$ cat config.mk
export PLATFORM = sky130hd
export DESIGN_NAME = eeprom_ctrl
export DESIGN_NICKNAME = d
export VERILOG_FILES = /design/src/core/eeprom_pkg.sv /design/src/core/word_buf_if.sv /design/src/core/frame_skid.sv /design/src/core/eeprom_ctrl.sv
export SDC_FILE = /design/constraint.sdc
export NUM_CORES = 2
export LEC_CHECK = 0
export BUFFER_PORTS_ARGS = -buffer_cell sky130_fd_sc_hd__buf_2
export CAP_MARGIN = 20
export CORE_ASPECT_RATIO = 0.8
export CORE_MARGIN = 8
export CORE_UTILIZATION = 40
export CTS_BUF_LIST = sky130_fd_sc_hd__clkbuf_16
export CTS_CLUSTER_DIAMETER = 80
export DETAILED_ROUTE_END_ITERATION = 8
export SLEW_MARGIN = 20
export SYNTH_ARGS = -nofsm -noshare
export SYNTH_HDL_FRONTEND = slang
export SYNTH_SLANG_ARGS = --single-unit
export TNS_END_PERCENT = 20
$ cat constraint.sdc
create_clock -name sys_clk -period 3.53 [get_ports sys_clk]
set_clock_uncertainty 0.2 [all_clocks]
set_input_delay 0.353 -clock sys_clk [delete_from_list [all_inputs] [get_ports sys_clk]]
set_output_delay 0.353 -clock sys_clk [all_outputs]
set_load 0.03 [all_outputs]
$ cat src/core/eeprom_pkg.sv
// Purpose: shared constants for the serial eeprom protect-control block
// Assumes: 50 MHz system clock, serial link sampled by that clock
// Notes: array is 128 words of 16 bits; boundary register is 8 bits
package eeprom_pkg;
    localparam int ADDR_W = 7;
    localparam int DATA_W = 16;
    localparam int BOUND_W = 8;
    localparam int WORDS = 128;
    // frame field widths
    localparam int OP_W = 2;
    localparam int AFIELD_W = 8;
    localparam int HDR_BITS = 1 + OP_W + AFIELD_W;
    localparam int FRAME_BITS = HDR_BITS + DATA_W;
    // opcodes
    localparam logic [1:0] OP_CTRL = 2'h0;
    localparam logic [1:0] OP_WRITE = 2'h1;
    localparam logic [1:0] OP_READ = 2'h2;
    localparam logic [1:0] OP_CLEAR = 2'h3;
    // top two address bits for control opcode
    localparam logic [1:0] TOP_UNLOCK = 2'h3;
    localparam logic [1:0] TOP_FILL = 2'h1;
    localparam logic [1:0] TOP_LOCK = 2'h0;
    localparam logic [7:0] FREEZE_ADDR = 8'h00;
    localparam logic [7:0] CLEAR_ADDR = 8'hFF;
    // boundary reset value: all ones
    localparam logic [7:0] BOUND_CLEARED = 8'hFF;
    localparam logic [7:0] BOUND_RESET = 8'hFF;
    // programming time
    localparam int CLK_MHZ = 50;
    localparam int PROG_TIME_US = 10;
    localparam int PROG_CYCLES = PROG_TIME_US * CLK_MHZ;
    typedef enum logic [2:0] {
        CMD_NONE, CMD_WRITE, CMD_FILL, CMD_BRESET, CMD_BSET, CMD_BFREEZE
    } prog_t;
endpackage

$ cat src/core/word_buf_if.sv
// Purpose: valid/ready carrier between the frame receiver and the executor
// Assumes: single clock domain
// Notes: carries one decoded frame
`timescale 1ns/1ns
interface word_buf_if;
    logic valid;
    logic ready;
    logic [1:0] op;
    logic [7:0] addr;
    logic [15:0] data;
    logic bSel;
    logic pEn;
    modport src (output valid, op, addr, data, bSel, pEn, input ready);
    modport snk (input valid, op, addr, data, bSel, pEn, output ready);
endinterface

$ cat src/core/frame_skid.sv
// Purpose: two-entry buffer for decoded frames
// Assumes: same clock on both sides
// Notes: a stall by the executor loses no frame; inReady drops when full
`timescale 1ns/1ns
module frame_skid #(
    parameter int W = 28
) (
    input wire logic sys_clk, // system clock
    input wire logic arst_n, // async reset
    input wire logic inValid, // word offered
    output logic inReady, // room for a word
    input wire logic [W-1:0] inData, // word in
    output logic outValid, // word held
    input wire logic outReady, // drain takes head
    output logic [W-1:0] outData // head word
);
    logic [W-1:0] mem_r [2];
    logic rdPtr_r, wrPtr_r;
    logic [1:0] cnt_r;
    wire push = inValid && inReady;
    wire pop = outValid && outReady;
    assign inReady = cnt_r != 2'h2;
    assign outValid = cnt_r != 2'h0;
    assign outData = mem_r[rdPtr_r];
    // storage and pointers
    always_ff @(posedge sys_clk or negedge arst_n) begin
        if (!arst_n) begin
            mem_r[0] <= '0;
            mem_r[1] <= '0;
            rdPtr_r <= 1'b0;
            wrPtr_r <= 1'b0;
            cnt_r <= 2'h0;
        end else begin
            if (push) begin
                mem_r[wrPtr_r] <= inData;
                wrPtr_r <= ~wrPtr_r;
            end
            if (pop) rdPtr_r <= ~rdPtr_r;
            cnt_r <= cnt_r + {1'b0, push} - {1'b0, pop};
        end
    end
endmodule

$ cat src/core/eeprom_ctrl.sv
// Purpose: instruction execution and write protection of a serial eeprom
// Assumes: chip select, clock and data pins are asynchronous to sys_clk
// Notes: serial_clock must be slow enough for sys_clk to see each edge
// Summary of operation
// [RULE_01] start write-disabled; programming rejected until unlock
// [RULE_02] unlocked until lock command or reset
// [RULE_03] unlock takes effect at select fall
// [RULE_04] array reads ignore write-enable state
// [RULE_05] word write needs enable, unprotected, pins
// [RULE_06] select fall after data launches programming
// [RULE_07] busy for program time, new frames ignored
// [RULE_08] select high while busy shows status
// [RULE_09] status needs no serial clock edges
// [RULE_10] master waits for ready, then locks
// [RULE_11] fill-all needs cleared boundary, enable, pins
// [RULE_12] lock command clears enable at select fall
// [RULE_13] boundary read: dummy zero, eight bits msb
// [RULE_14] addresses at or above boundary protected
// [RULE_15] boundary unlock needs enable, both pins high
// [RULE_16] boundary unlock immediately precedes boundary command
// [RULE_17] boundary reset loads all ones, self-timed
// [RULE_18] boundary set needs prior reset and unlock
// [RULE_19] boundary freeze once, then boundary fixed
// [RULE_20] output released while select is low
// [RULE_21] select toggling never disturbs programming
// [RULE_22] start bit clears ready status display
// [RULE_23] frame: start, opcode, address, optional data
// [RULE_24] decode opcode, pins, top address bits
// [RULE_25] sample data on serial clock rising edge
// [RULE_26] program enable pin gates write operations
// [RULE_27] boundary arm lasts one instruction only
// [RULE_28] rejected command starts no cycle, ready
`timescale 1ns/1ns
module eeprom_ctrl #(
    parameter int PROG_CYC = eeprom_pkg::PROG_CYCLES
) (
    input wire logic sys_clk, // system clock
    input wire logic arst_n, // async reset, active low
    input wire logic chip_select, // select pin
    input wire logic serial_clock, // link clock pin
    input wire logic serial_in, // data in pin
    output logic serial_out_o, // data out value
    output logic serial_out_oe_n, // data out enable, low drives
    input wire logic program_enable_pin, // write-type enable pin
    input wire logic protect_select_pin, // boundary select pin
    output logic busy // self-timed cycle running
);
    // synchronisers
    logic [1:0] csS_r, skS_r, diS_r, peS_r, psS_r;
    logic skD_r, csD_r;
    always_ff @(posedge sys_clk or negedge arst_n) begin
        if (!arst_n) begin
            csS_r <= 2'h0;
            skS_r <= 2'h0;
            diS_r <= 2'h0;
            peS_r <= 2'h0;
            psS_r <= 2'h0;
            skD_r <= 1'b0;
            csD_r <= 1'b0;
        end else begin
            csS_r <= {csS_r[0], chip_select};
            skS_r <= {skS_r[0], serial_clock};
            diS_r <= {diS_r[0], serial_in};
            peS_r <= {peS_r[0], program_enable_pin};
            psS_r <= {psS_r[0], protect_select_pin};
            skD_r <= skS_r[1];
            csD_r <= csS_r[1];
        end
    end
    wire cs = csS_r[1];
    wire di = diS_r[1];
    wire skRise = skS_r[1] && !skD_r;
    wire csFall = csD_r && !cs;

    // frame receiver
    logic [4:0] bitCnt_r;
    logic started_r;
    logic [25:0] shift_r;
    logic pendFrame_r;
    logic statusShow_r;
    logic [16:0] outSh_r;
    logic reading_r;
    logic [7:0] bound_r;
    logic frozen_r;
    logic [$clog2(PROG_CYC+1)-1:0] progCnt_r;
    // header-only view: after eleven bits the opcode and address sit at the bottom
    wire [1:0] rxOp = shift_r[9:8];
    wire [7:0] rxAddr = shift_r[7:0];
    wire hdrDone = started_r && bitCnt_r == 5'(eeprom_pkg::HDR_BITS);
    wire readCmd = hdrDone && rxOp == eeprom_pkg::OP_READ;
    // sample on rising edges while selected; idle busy frames ignored
    always_ff @(posedge sys_clk or negedge arst_n) begin
        if (!arst_n) begin
            bitCnt_r <= 5'h0;
            started_r <= 1'b0;
            shift_r <= '0;
        end else if (!cs || busy) begin // RULE_07
            bitCnt_r <= 5'h0;
            started_r <= 1'b0;
            shift_r <= '0;
        end else if (skRise) begin // RULE_25
            if (!started_r) begin
                if (di) begin // RULE_23
                    started_r <= 1'b1;
                    bitCnt_r <= 5'h1;
                    shift_r <= 26'h1;
                end
            end else if (bitCnt_r != 5'(eeprom_pkg::FRAME_BITS)) begin
                bitCnt_r <= bitCnt_r + 5'h1;
                shift_r <= {shift_r[24:0], di};
            end
        end
    end

    // frame packer into the buffer at select fall
    word_buf_if fb ();
    logic [27:0] packIn, packOut;
    logic packValid, packReady;
    wire fullData = bitCnt_r == 5'(eeprom_pkg::FRAME_BITS);
    // with data the start bit has been pushed out, opcode sits in the top two bits
    wire [1:0] fop = fullData ? shift_r[25:24] : shift_r[9:8];
    wire [7:0] fad = fullData ? shift_r[23:16] : shift_r[7:0];
    wire hdrOk = started_r && (bitCnt_r == 5'(eeprom_pkg::HDR_BITS) || fullData);
    assign packValid = csFall && hdrOk && !reading_r;
    assign packIn = {psS_r[1], peS_r[1], fop, fad, fullData ? shift_r[15:0] : 16'h0};
    // bit counter and shift register are cleared by select low the same edge
    frame_skid #(.W(28)) u_skid (
        .sys_clk(sys_clk),
        .arst_n(arst_n),
        .inValid(packValid),
        .inReady(packReady),
        .inData(packIn),
        .outValid(fb.valid),
        .outReady(fb.ready),
        .outData(packOut)
    );
    assign {fb.bSel, fb.pEn, fb.op, fb.addr, fb.data} = packOut;
    assign fb.ready = !busy;

    // decode
    logic wen_r, armed_r, cleared_r;
    eeprom_pkg::prog_t pend;
    logic [1:0] top;
    logic take;
    assign top = fb.addr[7:6];
    assign take = fb.valid && fb.ready;
    always_comb begin // RULE_24
        pend = eeprom_pkg::CMD_NONE;
        if (!fb.pEn || !wen_r) begin // RULE_26
            pend = eeprom_pkg::CMD_NONE; // RULE_01
        end else if (!fb.bSel) begin
            if (fb.op == eeprom_pkg::OP_WRITE && {1'b0, fb.addr[6:0]} < bound_r) // RULE_14
                pend = eeprom_pkg::CMD_WRITE; // RULE_05
            else if (fb.op == eeprom_pkg::OP_CTRL && top == eeprom_pkg::TOP_FILL
                     && bound_r == eeprom_pkg::BOUND_CLEARED && cleared_r)
                pend = eeprom_pkg::CMD_FILL; // RULE_11
        end else if (armed_r && !frozen_r) begin // RULE_16
            if (fb.op == eeprom_pkg::OP_CLEAR && fb.addr == eeprom_pkg::CLEAR_ADDR)
                pend = eeprom_pkg::CMD_BRESET; // RULE_17
            else if (fb.op == eeprom_pkg::OP_WRITE && cleared_r)
                pend = eeprom_pkg::CMD_BSET; // RULE_18
            else if (fb.op == eeprom_pkg::OP_CTRL && fb.addr == eeprom_pkg::FREEZE_ADDR)
                pend = eeprom_pkg::CMD_BFREEZE; // RULE_19
        end
    end
    wire isUnlock = fb.op == eeprom_pkg::OP_CTRL && top == eeprom_pkg::TOP_UNLOCK;
    wire isLock = fb.op == eeprom_pkg::OP_CTRL && top == eeprom_pkg::TOP_LOCK && !fb.bSel;

    // write-enable latch and boundary arm
    always_ff @(posedge sys_clk or negedge arst_n) begin
        if (!arst_n) begin
            wen_r <= 1'b0; // RULE_01
            armed_r <= 1'b0;
        end else if (take) begin
            if (isUnlock && !fb.bSel && fb.pEn) wen_r <= 1'b1; // RULE_03 RULE_02
            else if (isLock) wen_r <= 1'b0; // RULE_12
            armed_r <= isUnlock && fb.bSel && fb.pEn && wen_r; // RULE_15 RULE_27
        end
    end

    // array storage and self-timed cycle
    logic [15:0] mem_r [eeprom_pkg::WORDS];
    eeprom_pkg::prog_t job_r;
    logic [7:0] jobAddr_r;
    logic [15:0] jobData_r;
    assign busy = progCnt_r != '0;
    always_ff @(posedge sys_clk or negedge arst_n) begin
        if (!arst_n) begin
            progCnt_r <= '0;
            job_r <= eeprom_pkg::CMD_NONE;
            jobAddr_r <= 8'h00;
            jobData_r <= 16'h0000;
        end else if (take && pend != eeprom_pkg::CMD_NONE) begin // RULE_28
            progCnt_r <= ($clog2(PROG_CYC+1))'(PROG_CYC); // RULE_06
            job_r <= pend;
            jobAddr_r <= fb.addr;
            jobData_r <= fb.data;
        end else if (busy) begin // RULE_21
            progCnt_r <= progCnt_r - 1'b1;
        end
    end
    wire jobEnd = progCnt_r == 1;
    always_ff @(posedge sys_clk) begin
        for (int i = 0; i < eeprom_pkg::WORDS; i++) begin
            if (jobEnd && (job_r == eeprom_pkg::CMD_FILL
                || (job_r == eeprom_pkg::CMD_WRITE && jobAddr_r[6:0] == 7'(i))))
                mem_r[i] <= jobData_r;
        end
    end
    // boundary register and freeze commit at end of the cycle
    always_ff @(posedge sys_clk or negedge arst_n) begin
        if (!arst_n) begin
            bound_r <= eeprom_pkg::BOUND_RESET;
            frozen_r <= 1'b0;
            cleared_r <= 1'b0;
        end else if (jobEnd) begin
            unique case (job_r)
                eeprom_pkg::CMD_BRESET: begin
                    bound_r <= eeprom_pkg::BOUND_CLEARED; // RULE_17
                    cleared_r <= 1'b1;
                end
                eeprom_pkg::CMD_BSET: bound_r <= {1'b0, jobAddr_r[6:0]}; // RULE_18
                eeprom_pkg::CMD_BFREEZE: frozen_r <= 1'b1; // RULE_19
                default: ;
            endcase
        end
    end

    // status display and read shifter
    always_ff @(posedge sys_clk or negedge arst_n) begin
        if (!arst_n) begin
            statusShow_r <= 1'b0;
            pendFrame_r <= 1'b0;
        end else begin
            if (take && pend != eeprom_pkg::CMD_NONE) pendFrame_r <= 1'b1;
            if (pendFrame_r && cs && !csD_r) statusShow_r <= 1'b1; // RULE_08 RULE_09
            if (statusShow_r && !busy && skRise && di) begin // RULE_22
                statusShow_r <= 1'b0;
                pendFrame_r <= 1'b0;
            end else if (!busy && csFall && statusShow_r) begin
                statusShow_r <= 1'b0;
                pendFrame_r <= 1'b0;
            end
        end
    end
    always_ff @(posedge sys_clk or negedge arst_n) begin
        if (!arst_n) begin
            outSh_r <= '0;
            reading_r <= 1'b0;
        end else if (!cs) begin
            reading_r <= 1'b0;
        end else if (readCmd && !reading_r) begin // RULE_04
            reading_r <= 1'b1;
            outSh_r <= psS_r[1] ? {1'b0, bound_r, 8'h00} // RULE_13
                                          : {1'b0, mem_r[rxAddr[6:0]]};
        end else if (reading_r && skRise) begin
            outSh_r <= {outSh_r[15:0], 1'b0};
        end
    end
    // status shows the counter directly, so it reflects the cycle without clocks
    always_ff @(posedge sys_clk or negedge arst_n) begin
        if (!arst_n) begin
            serial_out_o <= 1'b0;
            serial_out_oe_n <= 1'b1;
        end else begin
            serial_out_oe_n <= !(cs && (statusShow_r || reading_r)); // RULE_20
            serial_out_o <= reading_r ? outSh_r[16] : !busy;
        end
    end
endmodule

==> impl_metrics.py <==
metrics = {
    "sta": {
        "hold_violations": 0,
        "period_share": 1.01,
        "finalSetupViolations": 1,
        "worst_pin_slew_ps": 1180,
        "setup_ws_ps": -49.8,
        "slew_headroom": 0.216,
        "period_minus_slack_ps": 3580,
        "rsz0062_at_grt": "true",
        "fmax_mhz": 279,
        "slew_violations": 0,
    },
    "placement": {
        "hpwl_um": 148000,
        "gp_congestion": 0.889,
        "placed_area_um2": 94100,
        "port-buffer-count": 9,
    },
    "grt": {
        "grt-ovfl-total": 0,
        "gr-usage-all-layers": 0.197,
        "grt_use_met2": 0.286,
        "grt_max_degree": 131,
        "use_met3": 0.0549,
        "first_global_vias": 45304,
        "use_met1": 0.295,
        "grt_most_used_layer": "met1",
        "grt_antenna_before_repair": 7,
        "grt_pass1_wl_um": 338000,
    },
    "floorplan": {
        "die_area_um2": 234000,
        "start_util": 0.402,
        "std_cell_rows": 153,
        "num_io_pins": 10,
        "fp.dieH_um": 434,
        "core_um2": 217000,
        "die_x_um": 539,
    },
    "yosys": {
        "synth-main-ff-cell": "edfxtp_1",
        "synth_cells": 4550,
        "yosys-top-cells-area": "edfxtp_1 70%, mux4_2 10%, dfrtp_1 4.7%",
        "synthArstFlopShare": 0.0779,
        "syn_nets": 4568,
        "synth_most_common_cell": "edfxtp_1",
        "synth_common_cells": "2,048 x edfxtp_1, 405 x mux4_2, 332 x mux2i_1",
        "synth_warnings": 0,
        "syn-cell-area_um2": 87400,
        "synth.distinct_cells": 73,
        "yosysTopAreaCell": "edfxtp_1",
        "avgSynthCellArea_um2": 19.2,
        "synth_edf_count": 2048,
        "synth_top_area_frac": 0.704,
        "yosys_register_bits": 2221,
        "seq_area_frac_synth": 0.753,
    },
    "critical_path": {
        "worstPathCellList": "buf_4 -> and2_1 -> buf_4 -> a211oi_1 -> o21ai_1 -> o2111ai_1 -> o311ai_0",
        "cp.depth": 7,
        "critPathKind": "flip-flop to flip-flop",
        "startpoint": "shift_r[4]",
        "cp_max_fo": 18,
        "reg2reg_to": "outSh_r[13]",
        "required_ps": 4010,
        "end_kind": "flip-flop",
        "cp-start-kind": "flip-flop",
        "cp_common_cell": "buf_4",
        "critical_path.top_delay_family": "compound AO/OA/AOI/OAI gates",
        "critPathBufInv": 2,
        "worst_path_max_delay_cell": "dfrtp_4",
        "cp_data_arrival_time_ps": 4060,
        "reg2reg_from": "shift_r[4]",
        "cpPeakStageDelay_ps": 750,
        "ff2ff_setup_slack_ps": -50,
        "crit_end": "outSh_r[13]",
        "rr_worst_depth": 7,
    },
    "run": {
        "maxCapViolCount": 0,
    },
    "final_layout": {
        "num-nets-final": 4950,
        "area_growth_syn_to_layout_pct": 15.7,
        "drive_gt1_frac": 0.253,
        "post-route-cell-area_um2": 101000,
        "nFillCells": 18086,
    },
    "power": {
        "p_per_area_nw_per_um2": 505,
        "total_power_mw": 51.1,
        "p_leak_nw": 26.4,
        "peakVddDrop_mv": 0.431,
    },
    "drt": {
        "drt_iter0_markers": 6195,
        "vias": 46617,
        "wire_per_inst_um": 29.7,
        "ant_nets": 0,
        "drtPass1Iterations": 8,
        "via_per_inst": 5.84,
        "totalWireLength_um": 237000,
        "drcViolationCount": 0,
    },
    "clocking": {
        "cts_max_level": 4,
        "clkSinkCount": 2221,
        "cts_tree": "yes",
        "clk_pin_slew_ps": 60,
        "cts_max_path_buffers": 4,
        "clk_latency_ps": 890,
        "cts_made_buffers": 214,
        "root_buffer": "clkbuf_16",
    },
    "worst_hold_path": {
        "worstHoldPathType": "flip-flop to flip-flop",
    },
    "outcome": {
        "violations": "setup timing",
        "status": "complete, but fails checks",
    },
}
[per-stage QoR]
stage | instances | util | setup slack (ps) | TNS [ps] | hold slack (ps)
2_1_floorplan | 4550 | - | 65.3 | 0 | -143
3_3_place_gp | 7569 | 0.433 | -99.3 | -143 | 117
3_5_place_dp | 7569 | 0.433 | -78.0 | -190 | 126
4_1_cts | 7972 | 0.465 | 4.99 | 0 | 152
5_1_grt | 7973 | 0.465 | -54.7 | -78.5 | 166
6_report | 7979 | 0.465 | -49.8 | -49.8 | 149
[how the worst min path moves through the flow]
| stage | from | end | slack, ps | cells after the start |
|---|---|---|---|---|
| 2_1_floorplan | arst_n | armed_r | -140 | 0 |
| 3_3_place_gp | arst_n | shift_r[2] | 120 | 1 |
| 3_5_place_dp | arst_n | shift_r[2] | 130 | 1 |
| 4_1_cts | skS_r[0] | skS_r[1] | 150 | 0 |
| 5_1_grt | csS_r[0] | csS_r[1] | 170 | 0 |
| 6_report | skS_r[0] | skS_r[1] | 150 | 0 |
[timing repair]
action | 4_1_cts | 5_1_grt
setup buffers | 0 | 0
hold buffers | 13 | 0
resized for setup | 10 | 8
endpoints found under the hold margin | 169 | 0
setup endpoints to repair | 6 | 6
[logic make-up after synthesis]
logic type,after synthesis,share of synthesized area
DFF,2221,0.753
muxes,796,0.150
AOI/OAI and AO/OA,657,0.0474
and+or+nand+nor,552,0.0298
buffers and inverters,305,0.0170
adders and majority gates,11,0.00157
xor gates and xnor gates,8,0.000802
[cell usage in the layout, fill, tap and decap left out, types with 16 or more instances in the layout]
cell type,netlist,routed
dfrtp_1,164,142
nand2_1,154,154
buf_12,0,86
a22o_1,25,25
a31oi_1,35,32
clkinv_2,0,46
nor2_1,179,151
bufinv_16,0,18
mux4_2,405,405
nand4_1,22,22
mux2_2,43,43
o22ai_1,32,32
nor2b_1,22,19
a21oi_1,191,187
a22oi_1,132,131
mux2i_1,332,332
nor3_1,44,40
nor2_2,0,27
clkbuf_16,0,216
o21ai_0,136,134
clkinv_1,0,53
mux2_1,16,16
dfrtp_4,0,21
nand3_1,44,43
inv_1,21,52
edfxtp_1,2048,2048
buf_4,43,340
[metal layers]
metal  wire length [µm]  up-vias  share of wire
met5                  0        -              0
met4               6460        0          0.027
met3              24800      358           0.10
met2             102000     2096           0.43
met1             104000    24775           0.44
li1                   -    19388              -
[power breakdown]
group	internal [mW]	switching, mW
Combinational	0.189	0.275
Clock	12.4	9.88
Sequential	28.3	0.0149
[flip-flops by register name, summed over array words and instances (netlist names), 2 cells and up]
register      count
bitCnt_r          5
bound_r           8
csS_r             2
diS_r             2
jobAddr_r         7
jobData_r        16
job_r             3
mem_r          2048
outSh_r          17
peS_r             2
progCnt_r         9
psS_r             2
shift_r          26
skS_r             2
u_skid.cnt_r      2
u_skid.mem_r     56
[final cells by class]
type / count / area, µm² / area share
clock buffers: 216 / 5410 / 0.0535
diodes: 6 / 15.0 / 0.000148
flip-flops and latches: 2221 / 65900 / 0.652
clock inverters: 174 / 1330 / 0.0132
well taps: 2867 / 3590 / 0.0355
inverters: 22 / 82.6 / 0.000817
multi-input cells: 2024 / 20300 / 0.200
repair buffers: 449 / 4500 / 0.0445
Note: power is estimated with default switching activity, not from simulation.
